`src/fwsr_pkg.sv`:
```
// Purpose: Shared constants and types for the flash status polling host.
// Assumes: 10 MHz clock, byte-wide flash with 18 address bits.
// Notes: Register offsets are byte addresses on a 32-bit Wishbone slave.
package fwsr_pkg;
    localparam int ADDR_W = 18;
    localparam int DATA_W = 8;
    localparam int CLK_MHZ = 10;
    // Strobe phase length of one flash bus cycle, in ns and in cycles.
    localparam int STROBE_NS = 200;
    localparam int STROBE_CYC = (STROBE_NS * CLK_MHZ + 999) / 1000;
    localparam logic [3:0] STROBE_CNT = 4'(STROBE_CYC);
    // Command sequence addresses and data.
    localparam logic [17:0] UNLOCK1_ADDR = 18'h00555;
    localparam logic [17:0] UNLOCK2_ADDR = 18'h002aa;
    localparam logic [7:0] UNLOCK1_DATA = 8'haa;
    localparam logic [7:0] UNLOCK2_DATA = 8'h55;
    localparam logic [7:0] CMD_PROGRAM = 8'ha0;
    localparam logic [7:0] CMD_ERASE_SETUP = 8'h80;
    localparam logic [7:0] CMD_CHIP_ERASE = 8'h10;
    localparam logic [7:0] CMD_SECTOR_ERASE = 8'h30;
    localparam logic [7:0] CMD_AUTOSELECT = 8'h90;
    localparam logic [7:0] CMD_RESET = 8'hf0;
    localparam logic [7:0] CMD_SUSPEND = 8'hb0;
    localparam logic [7:0] CMD_RESUME = 8'h30;
    // Status bit positions in the data byte.
    localparam int POLL_BIT = 7;
    localparam int TOGGLE1_BIT = 6;
    localparam int TIMEOUT_BIT = 5;
    localparam int ERASE_TMR_BIT = 3;
    localparam int TOGGLE2_BIT = 2;
    // Register byte offsets.
    localparam logic [3:0] REG_CTRL = 4'h0;
    localparam logic [3:0] REG_ADDR = 4'h4;
    localparam logic [3:0] REG_DATA = 4'h8;
    localparam logic [3:0] REG_STATUS = 4'hc;
    // Operation codes written to the control register.
    typedef enum logic [2:0] {
        FWSR_OP_READ = 3'h0,
        FWSR_OP_PROGRAM = 3'h1,
        FWSR_OP_SECTOR_ERASE = 3'h2,
        FWSR_OP_CHIP_ERASE = 3'h3,
        FWSR_OP_AUTOSELECT = 3'h4,
        FWSR_OP_RESET = 3'h5,
        FWSR_OP_SUSPEND = 3'h6,
        FWSR_OP_RESUME = 3'h7
    } fwsr_op_t;
    // Outcome codes in the status register.
    typedef enum logic [1:0] {
        FWSR_RES_NONE = 2'h0,
        FWSR_RES_OK = 2'h1,
        FWSR_RES_FAIL = 2'h2
    } fwsr_res_t;
endpackage : fwsr_pkg

```
`src/fwsr_cyc_if.sv`:
```
// Purpose: Carries one flash bus cycle request from sequencer to pin engine.
// Assumes: Single clock domain.
// Notes: req is held until done pulses.
`timescale 1ns/100ps
interface fwsr_cyc_if;
    logic req;
    logic wr;
    logic [17:0] addr;
    logic [7:0] wdata;
    logic done;
    logic [7:0] rdata;
    modport seq (output req, output wr, output addr, output wdata,
        input done, input rdata);
    modport eng (input req, input wr, input addr, input wdata,
        output done, output rdata);
endinterface : fwsr_cyc_if

```
`src/fwsr_pin_eng.sv`:
```
// Purpose: Runs one flash read or write cycle on the pins.
// Assumes: Flash data input is asynchronous and is synchronised here.
// Notes: Read data is sampled after two synchroniser stages settle.
`timescale 1ns/100ps
module fwsr_pin_eng (
    input wire logic clk,
    input wire logic rst_n,
    fwsr_cyc_if.eng cyc,
    output logic flash_ce_n,
    output logic flash_oe_n,
    output logic flash_we_n,
    output logic [17:0] flash_addr,
    output logic [7:0] flash_dq_o,
    output logic flash_dq_oe,
    input wire logic [7:0] flash_dq_i
);
    logic [3:0] cnt;
    logic busy;
    logic [7:0] dq_s1;
    logic [7:0] dq_s2;
    logic [7:0] rdata;
    logic done;

    localparam logic [3:0] STROBE_LAST = fwsr_pkg::STROBE_CNT + 4'h2;

    always_ff @(posedge clk) begin
        dq_s1 <= flash_dq_i;
        dq_s2 <= dq_s1;
    end

    always_ff @(posedge clk) begin
        if (!rst_n) begin
            busy <= 1'b0;
            cnt <= 4'h0;
            done <= 1'b0;
            flash_ce_n <= 1'b1;
            flash_oe_n <= 1'b1;
            flash_we_n <= 1'b1;
            flash_dq_oe <= 1'b0;
            flash_addr <= '0;
            flash_dq_o <= '0;
            rdata <= '0;
        end else begin
            done <= 1'b0;
            if (!busy && cyc.req && !done) begin
                busy <= 1'b1;
                cnt <= 4'h0;
                flash_addr <= cyc.addr;
                flash_dq_o <= cyc.wdata;
                flash_dq_oe <= cyc.wr;
                flash_ce_n <= 1'b0;
                flash_we_n <= !cyc.wr;
                flash_oe_n <= cyc.wr;
            end else if (busy) begin
                cnt <= cnt + 4'h1;
                if (cnt == STROBE_LAST) begin
                    rdata <= dq_s2;
                    flash_ce_n <= 1'b1;
                    flash_oe_n <= 1'b1;
                    flash_we_n <= 1'b1;
                end
                if (cnt == STROBE_LAST + 4'h1) begin
                    flash_dq_oe <= 1'b0;
                    busy <= 1'b0;
                    done <= 1'b1;
                end
            end
        end
    end

    assign cyc.done = done;
    assign cyc.rdata = rdata;
endmodule : fwsr_pin_eng

```
`src/fwsr_seq_rom.sv`:
```
// Purpose: Maps an operation and a step number onto one flash bus cycle.
// Assumes: Purely combinational lookup.
// Notes: last marks the final cycle of a sequence.
`timescale 1ns/100ps
module fwsr_seq_rom (
    input wire logic [2:0] op,
    input wire logic [2:0] step,
    input wire logic [17:0] user_addr,
    input wire logic [7:0] user_data,
    output logic wr,
    output logic [17:0] addr,
    output logic [7:0] data,
    output logic last
);
    always_comb begin
        wr = 1'b1;
        addr = fwsr_pkg::UNLOCK1_ADDR;
        data = fwsr_pkg::UNLOCK1_DATA;
        last = 1'b0;
        if (step == 3'h1 || step == 3'h4) begin
            addr = fwsr_pkg::UNLOCK2_ADDR;
            data = fwsr_pkg::UNLOCK2_DATA;
        end
        unique case (fwsr_pkg::fwsr_op_t'(op))
            fwsr_pkg::FWSR_OP_READ: begin
                wr = 1'b0;
                addr = user_addr;
                last = 1'b1;
            end
            fwsr_pkg::FWSR_OP_RESET,
            fwsr_pkg::FWSR_OP_SUSPEND,
            fwsr_pkg::FWSR_OP_RESUME: begin
                data = (op == 3'(fwsr_pkg::FWSR_OP_RESET)) ?
                    fwsr_pkg::CMD_RESET :
                    (op == 3'(fwsr_pkg::FWSR_OP_SUSPEND)) ?
                    fwsr_pkg::CMD_SUSPEND : fwsr_pkg::CMD_RESUME;
                last = 1'b1;
            end
            fwsr_pkg::FWSR_OP_PROGRAM: begin
                if (step == 3'h2) begin
                    data = fwsr_pkg::CMD_PROGRAM;
                end else if (step == 3'h3) begin
                    addr = user_addr;
                    data = user_data;
                    last = 1'b1;
                end
            end
            fwsr_pkg::FWSR_OP_AUTOSELECT: begin
                if (step == 3'h2) begin
                    data = fwsr_pkg::CMD_AUTOSELECT;
                end else if (step == 3'h3) begin
                    wr = 1'b0;
                    addr = user_addr;
                    last = 1'b1;
                end
            end
            default: begin
                if (step == 3'h2) begin
                    data = fwsr_pkg::CMD_ERASE_SETUP;
                end else if (step == 3'h5) begin
                    last = 1'b1;
                    if (op == 3'(fwsr_pkg::FWSR_OP_CHIP_ERASE)) begin
                        data = fwsr_pkg::CMD_CHIP_ERASE;
                    end else begin
                        addr = user_addr;
                        data = fwsr_pkg::CMD_SECTOR_ERASE;
                    end
                end
            end
        endcase
    end
endmodule : fwsr_seq_rom

```
`src/fwsr_host.sv`:
```
// Purpose: Host controller issuing flash commands and polling their status.
// Assumes: Classic Wishbone slave for software, flash pins on the far side.
// Notes: Status polling uses the toggle bit algorithm on a valid address.
//
// Overview of operation
// - Command sequence cycles are writes, except reads.
// - Reset command leaves autoselect or failed status.
// - Autoselect sequence ends with a read cycle.
// - Poll at programmed address or erasing sector.
// - Take data only from later reads.
// - Two consecutive reads compare the toggle bit.
// - Toggling with timeout bit: recheck, then reset.
// - Interrupted polling restarts from the first step.
//
// Implementation choices: the placing of the registers and register access over Wishbone.
`timescale 1ns/100ps
module fwsr_host (
    input wire logic clk,
    input wire logic rst_n,
    input wire logic [31:0] wb_adr_i,
    input wire logic [31:0] wb_dat_i,
    output logic [31:0] wb_dat_o,
    input wire logic wb_we_i,
    input wire logic [3:0] wb_sel_i,
    input wire logic wb_cyc_i,
    input wire logic wb_stb_i,
    output logic wb_ack_o,
    output logic flash_ce_n,
    output logic flash_oe_n,
    output logic flash_we_n,
    output logic [17:0] flash_addr,
    output logic [7:0] flash_dq_o,
    output logic flash_dq_oe,
    input wire logic [7:0] flash_dq_i
);
    typedef enum logic [2:0] {
        FWSR_IDLE = 3'b000,
        FWSR_CMD = 3'b001,
        FWSR_POLL1 = 3'b011,
        FWSR_POLL2 = 3'b010,
        FWSR_RECHK = 3'b110,
        FWSR_RST = 3'b111,
        FWSR_FIN = 3'b101
    } fwsr_state_t;

    fwsr_state_t state;
    fwsr_cyc_if cyc ();
    logic [2:0] op;
    logic [17:0] op_addr;
    logic [7:0] op_data;
    logic [2:0] step;
    logic [7:0] first_rd;
    logic [7:0] last_rd;
    logic [1:0] result;
    logic rom_wr;
    logic [17:0] rom_addr;
    logic [7:0] rom_data;
    logic rom_last;
    logic toggling;
    logic busy;
    logic wb_hit;

    fwsr_seq_rom u_rom (
        .op(op),
        .step(step),
        .user_addr(op_addr),
        .user_data(op_data),
        .wr(rom_wr),
        .addr(rom_addr),
        .data(rom_data),
        .last(rom_last)
    );

    fwsr_pin_eng u_eng (
        .clk(clk),
        .rst_n(rst_n),
        .cyc(cyc.eng),
        .flash_ce_n(flash_ce_n),
        .flash_oe_n(flash_oe_n),
        .flash_we_n(flash_we_n),
        .flash_addr(flash_addr),
        .flash_dq_o(flash_dq_o),
        .flash_dq_oe(flash_dq_oe),
        .flash_dq_i(flash_dq_i)
    );

    assign busy = (state != FWSR_IDLE);
    assign wb_hit = wb_cyc_i && wb_stb_i && !wb_ack_o;
    assign toggling = (cyc.rdata[fwsr_pkg::TOGGLE1_BIT] !=
        last_rd[fwsr_pkg::TOGGLE1_BIT]);

    // Wishbone slave: one wait state, ack drops the cycle after.
    always_ff @(posedge clk) begin
        if (!rst_n) begin
            wb_ack_o <= 1'b0;
            wb_dat_o <= '0;
        end else begin
            wb_ack_o <= wb_hit;
            if (wb_hit && !wb_we_i) begin
                unique case (wb_adr_i[3:0])
                    fwsr_pkg::REG_CTRL: wb_dat_o <= {29'h0, op};
                    fwsr_pkg::REG_ADDR: wb_dat_o <= {14'h0, op_addr};
                    fwsr_pkg::REG_DATA: wb_dat_o <= {24'h0, first_rd};
                    fwsr_pkg::REG_STATUS:
                        wb_dat_o <= {21'h0, last_rd, result, busy};
                    default: wb_dat_o <= '0;
                endcase
            end
        end
    end

    // Register writes; a write to the control register starts an operation.
    always_ff @(posedge clk) begin
        if (!rst_n) begin
            op <= 3'h0;
            op_addr <= '0;
            op_data <= '0;
        end else if (wb_hit && wb_we_i && !busy && wb_sel_i[0]) begin
            if (wb_adr_i[3:0] == fwsr_pkg::REG_CTRL) begin
                op <= wb_dat_i[2:0];
            end
            if (wb_adr_i[3:0] == fwsr_pkg::REG_ADDR) begin
                op_addr <= wb_dat_i[17:0];
            end
            if (wb_adr_i[3:0] == fwsr_pkg::REG_DATA) begin
                op_data <= wb_dat_i[7:0];
            end
        end
    end

    logic start;
    assign start = wb_hit && wb_we_i && !busy && wb_sel_i[0] &&
        (wb_adr_i[3:0] == fwsr_pkg::REG_CTRL);

    // Cycle request toward the pin engine.
    always_comb begin
        cyc.req = 1'b0;
        cyc.wr = rom_wr;
        cyc.addr = rom_addr;
        cyc.wdata = rom_data;
        unique case (state)
            FWSR_CMD: cyc.req = 1'b1;
            FWSR_RST: begin
                cyc.req = 1'b1;
                cyc.wr = 1'b1;
                cyc.wdata = fwsr_pkg::CMD_RESET;
            end
            FWSR_POLL1, FWSR_POLL2, FWSR_RECHK: begin
                cyc.req = 1'b1;
                cyc.wr = 1'b0;
                cyc.addr = op_addr;
            end
            default: cyc.req = 1'b0;
        endcase
    end

    // Operation sequencer with toggle bit polling.
    always_ff @(posedge clk) begin
        if (!rst_n) begin
            state <= FWSR_IDLE;
            step <= 3'h0;
            result <= 2'(fwsr_pkg::FWSR_RES_NONE);
            first_rd <= '0;
            last_rd <= '0;
        end else begin
            unique case (state)
                FWSR_IDLE: begin
                    if (start) begin
                        step <= 3'h0;
                        result <= 2'(fwsr_pkg::FWSR_RES_NONE);
                        state <= FWSR_CMD;
                    end
                end
                FWSR_CMD: begin
                    if (cyc.done) begin
                        step <= step + 3'h1;
                        if (rom_last) begin
                            first_rd <= cyc.rdata;
                            // Program, erase and resume start fresh polling.
                            if (op == 3'(fwsr_pkg::FWSR_OP_PROGRAM) ||
                                op == 3'(fwsr_pkg::FWSR_OP_SECTOR_ERASE) ||
                                op == 3'(fwsr_pkg::FWSR_OP_CHIP_ERASE) ||
                                op == 3'(fwsr_pkg::FWSR_OP_RESUME)) begin
                                state <= FWSR_POLL1;
                            end else begin
                                state <= FWSR_FIN;
                            end
                        end
                    end
                end
                FWSR_POLL1: begin
                    if (cyc.done) begin
                        last_rd <= cyc.rdata;
                        state <= FWSR_POLL2;
                    end
                end
                FWSR_POLL2: begin
                    if (cyc.done) begin
                        last_rd <= cyc.rdata;
                        if (!toggling) begin
                            state <= FWSR_RECHK;
                        end else if (cyc.rdata[fwsr_pkg::TIMEOUT_BIT]) begin
                            state <= FWSR_RECHK;
                            result <= 2'(fwsr_pkg::FWSR_RES_FAIL);
                        end
                    end
                end
                FWSR_RECHK: begin
                    if (cyc.done) begin
                        if (toggling) begin
                            state <= FWSR_RST;
                        end else begin
                            first_rd <= cyc.rdata;
                            result <= 2'(fwsr_pkg::FWSR_RES_OK);
                            state <= FWSR_FIN;
                        end
                        last_rd <= cyc.rdata;
                    end
                end
                FWSR_RST: begin
                    if (cyc.done) begin
                        result <= 2'(fwsr_pkg::FWSR_RES_FAIL);
                        state <= FWSR_FIN;
                    end
                end
                FWSR_FIN: begin
                    if (result == 2'(fwsr_pkg::FWSR_RES_NONE)) begin
                        result <= 2'(fwsr_pkg::FWSR_RES_OK);
                    end
                    state <= FWSR_IDLE;
                end
                default: state <= FWSR_IDLE;
            endcase
        end
    end
endmodule : fwsr_host

```
`config.mk`:
```
export PLATFORM = sky130hd
export DESIGN_NAME = fwsr_host
export DESIGN_NICKNAME = d
export VERILOG_FILES = /design/src/fwsr_pkg.sv /design/src/fwsr_cyc_if.sv /design/src/fwsr_pin_eng.sv /design/src/fwsr_seq_rom.sv /design/src/fwsr_host.sv
export SDC_FILE = /design/constraint.sdc
export NUM_CORES = 1
export LEC_CHECK = 0
export BUFFER_PORTS_ARGS = -buffer_cell sky130_fd_sc_hd__buf_2
export CAP_MARGIN = 15
export CORE_MARGIN = 2
export CORE_UTILIZATION = 45
export DETAILED_ROUTE_END_ITERATION = 6
export GPL_TIMING_DRIVEN = 1
export HOLD_SLACK_MARGIN = 0.08
export PLACE_DENSITY = 0.69
export SLEW_MARGIN = 25
export SYNTH_ARGS = -nofsm -noshare
export SYNTH_HDL_FRONTEND = slang
export SYNTH_SLANG_ARGS = --single-unit
```
`constraint.sdc`:
```
create_clock -name clk -period 2.7 [get_ports clk]
set_input_delay 0.405 -clock clk [delete_from_list [all_inputs] [get_ports clk]]
set_output_delay 0.405 -clock clk [all_outputs]
set_load 0.1 [all_outputs]
```
==> impl.org <==
** Layout
- Total non-filler cell area in the finished layout :: 7180 µm²
- The repair_antennas step left the layout with diodes totalling 0.
- Fin cells :: 966
- From synthesis to final layout, the design area changed by 20.3%.
- Fraction of final layout cells sized beyond drive strength 1 :: 20.1%
- Core occupancy in the finished layout :: 54.9%
- Number of nets in the layout :: 869

** Floorplan
- The floorplan has 42 rows.
- DIE WIDTH :: 119 µm
- The floorplan step defined a die boundary enclosing 14,200 µm².
- Count of boundary I/O pins :: 144
- The region available for standard cell placement spans 13,100 µm².
- Effective utilization at floorplan :: 45.6%
- The die is 119 µm tall.

** Synthesis
- Averaged over all synthesized cells, the footprint is 8.61 µm².
- The most used flip-flop cell after synthesis is dfxtp_1.
- Count of flip-flops with a built-in enable after synthesis :: 0
- FFs w/ async S/R, synth :: 0%
- By area the synthesized netlist is led by dfxtp_1, nand2_1, a21oi_1.
- Yosys warning total :: 0
- dfxtp_1 takes more of the synthesized area than any other cell.
- Synth top area share :: 44.3%
- Commonest cells in the synthesized netlist :: dfxtp_1, nand2_1, a21oi_1
- By instance count, the leading cell after synthesis is dfxtp_1.
- Counting distinct cell types in the post-synthesis netlist gives 74.
- After synthesis the netlist holds a flip-flop and latch count of 132.
- After synthesis the cells add up to 5970 µm².
- After technology mapping, the gate count stands at 693.
- The share of the Yosys chip area taken by registers is 44.3%.

** Pwr
- IR drop worst, VDD :: 512 µV
- Power comes to 5.78 mW.
- Leakage power :: 2.84 nW
- Of the total power, the share spent switching nets is 34.9%.
- Net Sw Power :: 2.02 mW
- The internal power of the cells totals 3.77 mW.
- Portion of total power attributed to the clock network :: 38.9%
- P per Cell Area :: 805 nW/µm²
- Power share of the sequential group :: 37.8%
- Power share of the combinational group :: 23.3%

** Clock network
- Clock slew at reported path FFs :: 0.06 ns
- CTS Hold Bufs :: 8
- CTS built an H-tree with a depth of 4.
- Clock latency on the worst-skew pair, taken at its later pin, is 0.41 ns.
- Deepest clock path buffer count :: 2
- Number of resized instances in the post-cts repair step :: 0
- TritonCTS buffer count :: 17
- Post-CTS timing repair inserted 0 buffers for setup.
- Clock sink count :: 132
- The tree is rooted in a clkbuf_16.
- Clock tree from TritonCTS :: built

** STA
- Slew of the pin with the lowest slew margin :: 0.939 ns
- Setup slack on the critical path of the routed design comes to 0.255 ns.
- Total setup violations reported at the end of the flow :: 0
- Setup total negative slack on the finished layout was measured at 0 ns.
- Final hold vios :: 0
- The final count of pins violating max slew came to 0.
- The worst path in the final design needs a cycle of 2.45 ns, including I/O delays and setup.
- Highest clock rate :: 409 MHz
- The final critical path takes up 90.6% of the cycle.
- Worst slew margin relative to its limit :: 37.2%
- RSZ-0062 raised after global routing :: false
- Largest clock skew in the final design :: 0.00984 ns
- Smallest hold slack :: 0.235 ns

** Routing
- Detail Route Antenna Nets :: 0
- Routed length per instance :: 16.2 µm
- Total wire length after detailed routing :: 15.7 mm
- After detailed routing, the number of remaining DRC violations is 0.
- Total via count after detailed routing :: 5,274
- Length of the first detailed-routing pass in iterations :: 6
- After detailed routing, the number of vias per cell comes to 5.46.
- Starting DRT DRC Count :: 414

** Placed design
- Placed cell areas :: 6520 µm²
- OpenSTA, run right after detailed placement, puts the worst setup slack at 0.285 ns.
- IO Port Bufs :: 84
- Routability-driven placement finished with a final weighted congestion of 0.862.
- Final HPWL DP :: 11.2 mm
- In this run, placement finished with an instance count of 926.

** Worst setup path
- In this design, the stage delay of the slowest critical-path cell is 0.58 ns.
- Critical setup path kind :: reg2reg
- STA puts the critical path data arrival time at 2.72 ns.
- Buffers & Inverters on Critical Path :: 0
- Cell breakdown of the critical path :: ha_1, ha_1, nor3b_1, a21oi_1, o221ai_1, a221oi_1, nor3_1
- Highest fanout seen on the critical path :: 6
- Data on the critical path is required at its endpoint by 2.98 ns.
- The slowest stage of the critical path is the a221oi_1 cell.
- STA classifies the critical path endpoint as a flip-flop.
- By instance count, the cell type seen most on the critical path is ha_1.
- The kind of cell with the highest combined delay along the critical path is compound AO/OA/AOI/OAI gates.
- Startpoint kind of the worst setup timing path :: flip-flop

** Flow run
- MaxCap Viol Count :: 0

** Outcome
- The flow ran to the end, and the final reports show no timing, DRC or antenna violations.

** GRT
- Congestion Overflow GR :: 0
- Via count of the first global-routing pass :: 4,996
- Initial antenna violation count :: 0
- Across every metal layer, demand over resource in global routing totals 22.2%.
- Entering global routing, the biggest net connects 77 pins.
- The first global-routing pass estimated 24.9 mm of wire.

** Worst hold path
- Tightest Hold Check Type :: in2reg
## worst paths after layout
kind              cells after the start  slack (ns)                               end                   start
hold reg to reg                       0        0.33            u_eng.dq_s2[4]$_DFF_P_  u_eng.dq_s1[4]$_DFF_P_
setup reg to reg                      7        0.25  u_eng.flash_addr[2]$_SDFFE_PN0P_    step[0]$_SDFFE_PN0P_
setup / recovery                      7        0.25  u_eng.flash_addr[2]$_SDFFE_PN0P_    step[0]$_SDFFE_PN0P_
hold / removal                        3        0.23          op_addr[13]$_SDFFE_PN0P_            wb_dat_i[13]
## cells by family (layout without fill, tap and decap cells)
| family | Yosys count | after routing | share of synthesized area [%] |
|---|---|---|---|
| adders and majority gates | 12 | 12 | 2.47 |
| other | 1 | 14 | 0.0628 |
| buffers and inverters | 70 | 154 | 5.64 |
| and+or+nand+nor | 272 | 272 | 21.4 |
| AOI/OAI and AO/OA | 160 | 160 | 17.8 |
| DFF | 132 | 132 | 44.3 |
| xor gates and xnor gates | 7 | 7 | 1.03 |
| muxes | 39 | 39 | 7.32 |
## layout make-up
cell class,instances,area (µm²)
flip-flops and latches,132,2640
inverters,10,37.5
clock buffers,19,433
multi-input cells,504,3040
well taps,176,220
repair buffers,112,663
clock inverters,13,148
fillers,1211,5900
## state kept, by name (all words and copies together) (netlist names)
signal and count:
u_eng.flash_oe_n 1, op 3, u_eng.cyc.done 1, u_eng.dq_s2 8, first_rd 8, wb_ack_o 1, u_eng.flash_dq_oe 1, op_data 8
result 2, u_eng.flash_ce_n 1, state 3, wb_dat_o 18, op_addr 18, u_eng.flash_dq_o 8, u_eng.flash_we_n 1, step 3
u_eng.flash_addr 18, u_eng.cnt 4, last_rd 8, u_eng.busy 1, u_eng.cyc.rdata 8, u_eng.dq_s1 8
## power groups by stage
stage               logic, mW  registers (mW)  clock network (mW)
floorplan               0.624            2.69                   0
global placement         1.31            2.22                   0
detailed placement       1.33            2.23                   0
CTS                      1.34            2.18                2.29
global route             1.42            2.20                2.39
finish                   1.35            2.18                2.25
## routing by layer
| metal | wire, µm | global-route usage, % | up-vias |
|---|---|---|---|
| li1 | - | - | 2574 |
| met1 | 7010 | 29.5 | 2500 |
| met2 | 7400 | 35.3 | 175 |
| met3 | 886 | 4.50 | 25 |
| met4 | 380 | 9.23 | 0 |
| met5 | 0 | 0 | - |
## tightest hold or removal path, delay by kind of cell
family | cells | cell delay (ns)
AO/OA/AOI/OAI | 1 | 0.05
buffers and inverters | 1 | 0.10
AND/OR/NAND/NOR | 1 | 0.05
## cell usage in the layout, fill, tap and decap left out, types with 8 or more instances in the layout
master,instances
a22oi_1,8
a21oi_1,59
buf_4,19
buf_2,84
nor2_1,53
conb_1,14
inv_1,8
nand2_1,126
nor3_1,18
o211ai_1,10
nand3_1,25
dlygate4sd3_1,8
o21ai_0,19
ha_1,11
dfxtp_1,132
clkbuf_16,17
mux2i_1,29
Note: power is estimated with default switching activity, not from simulation.
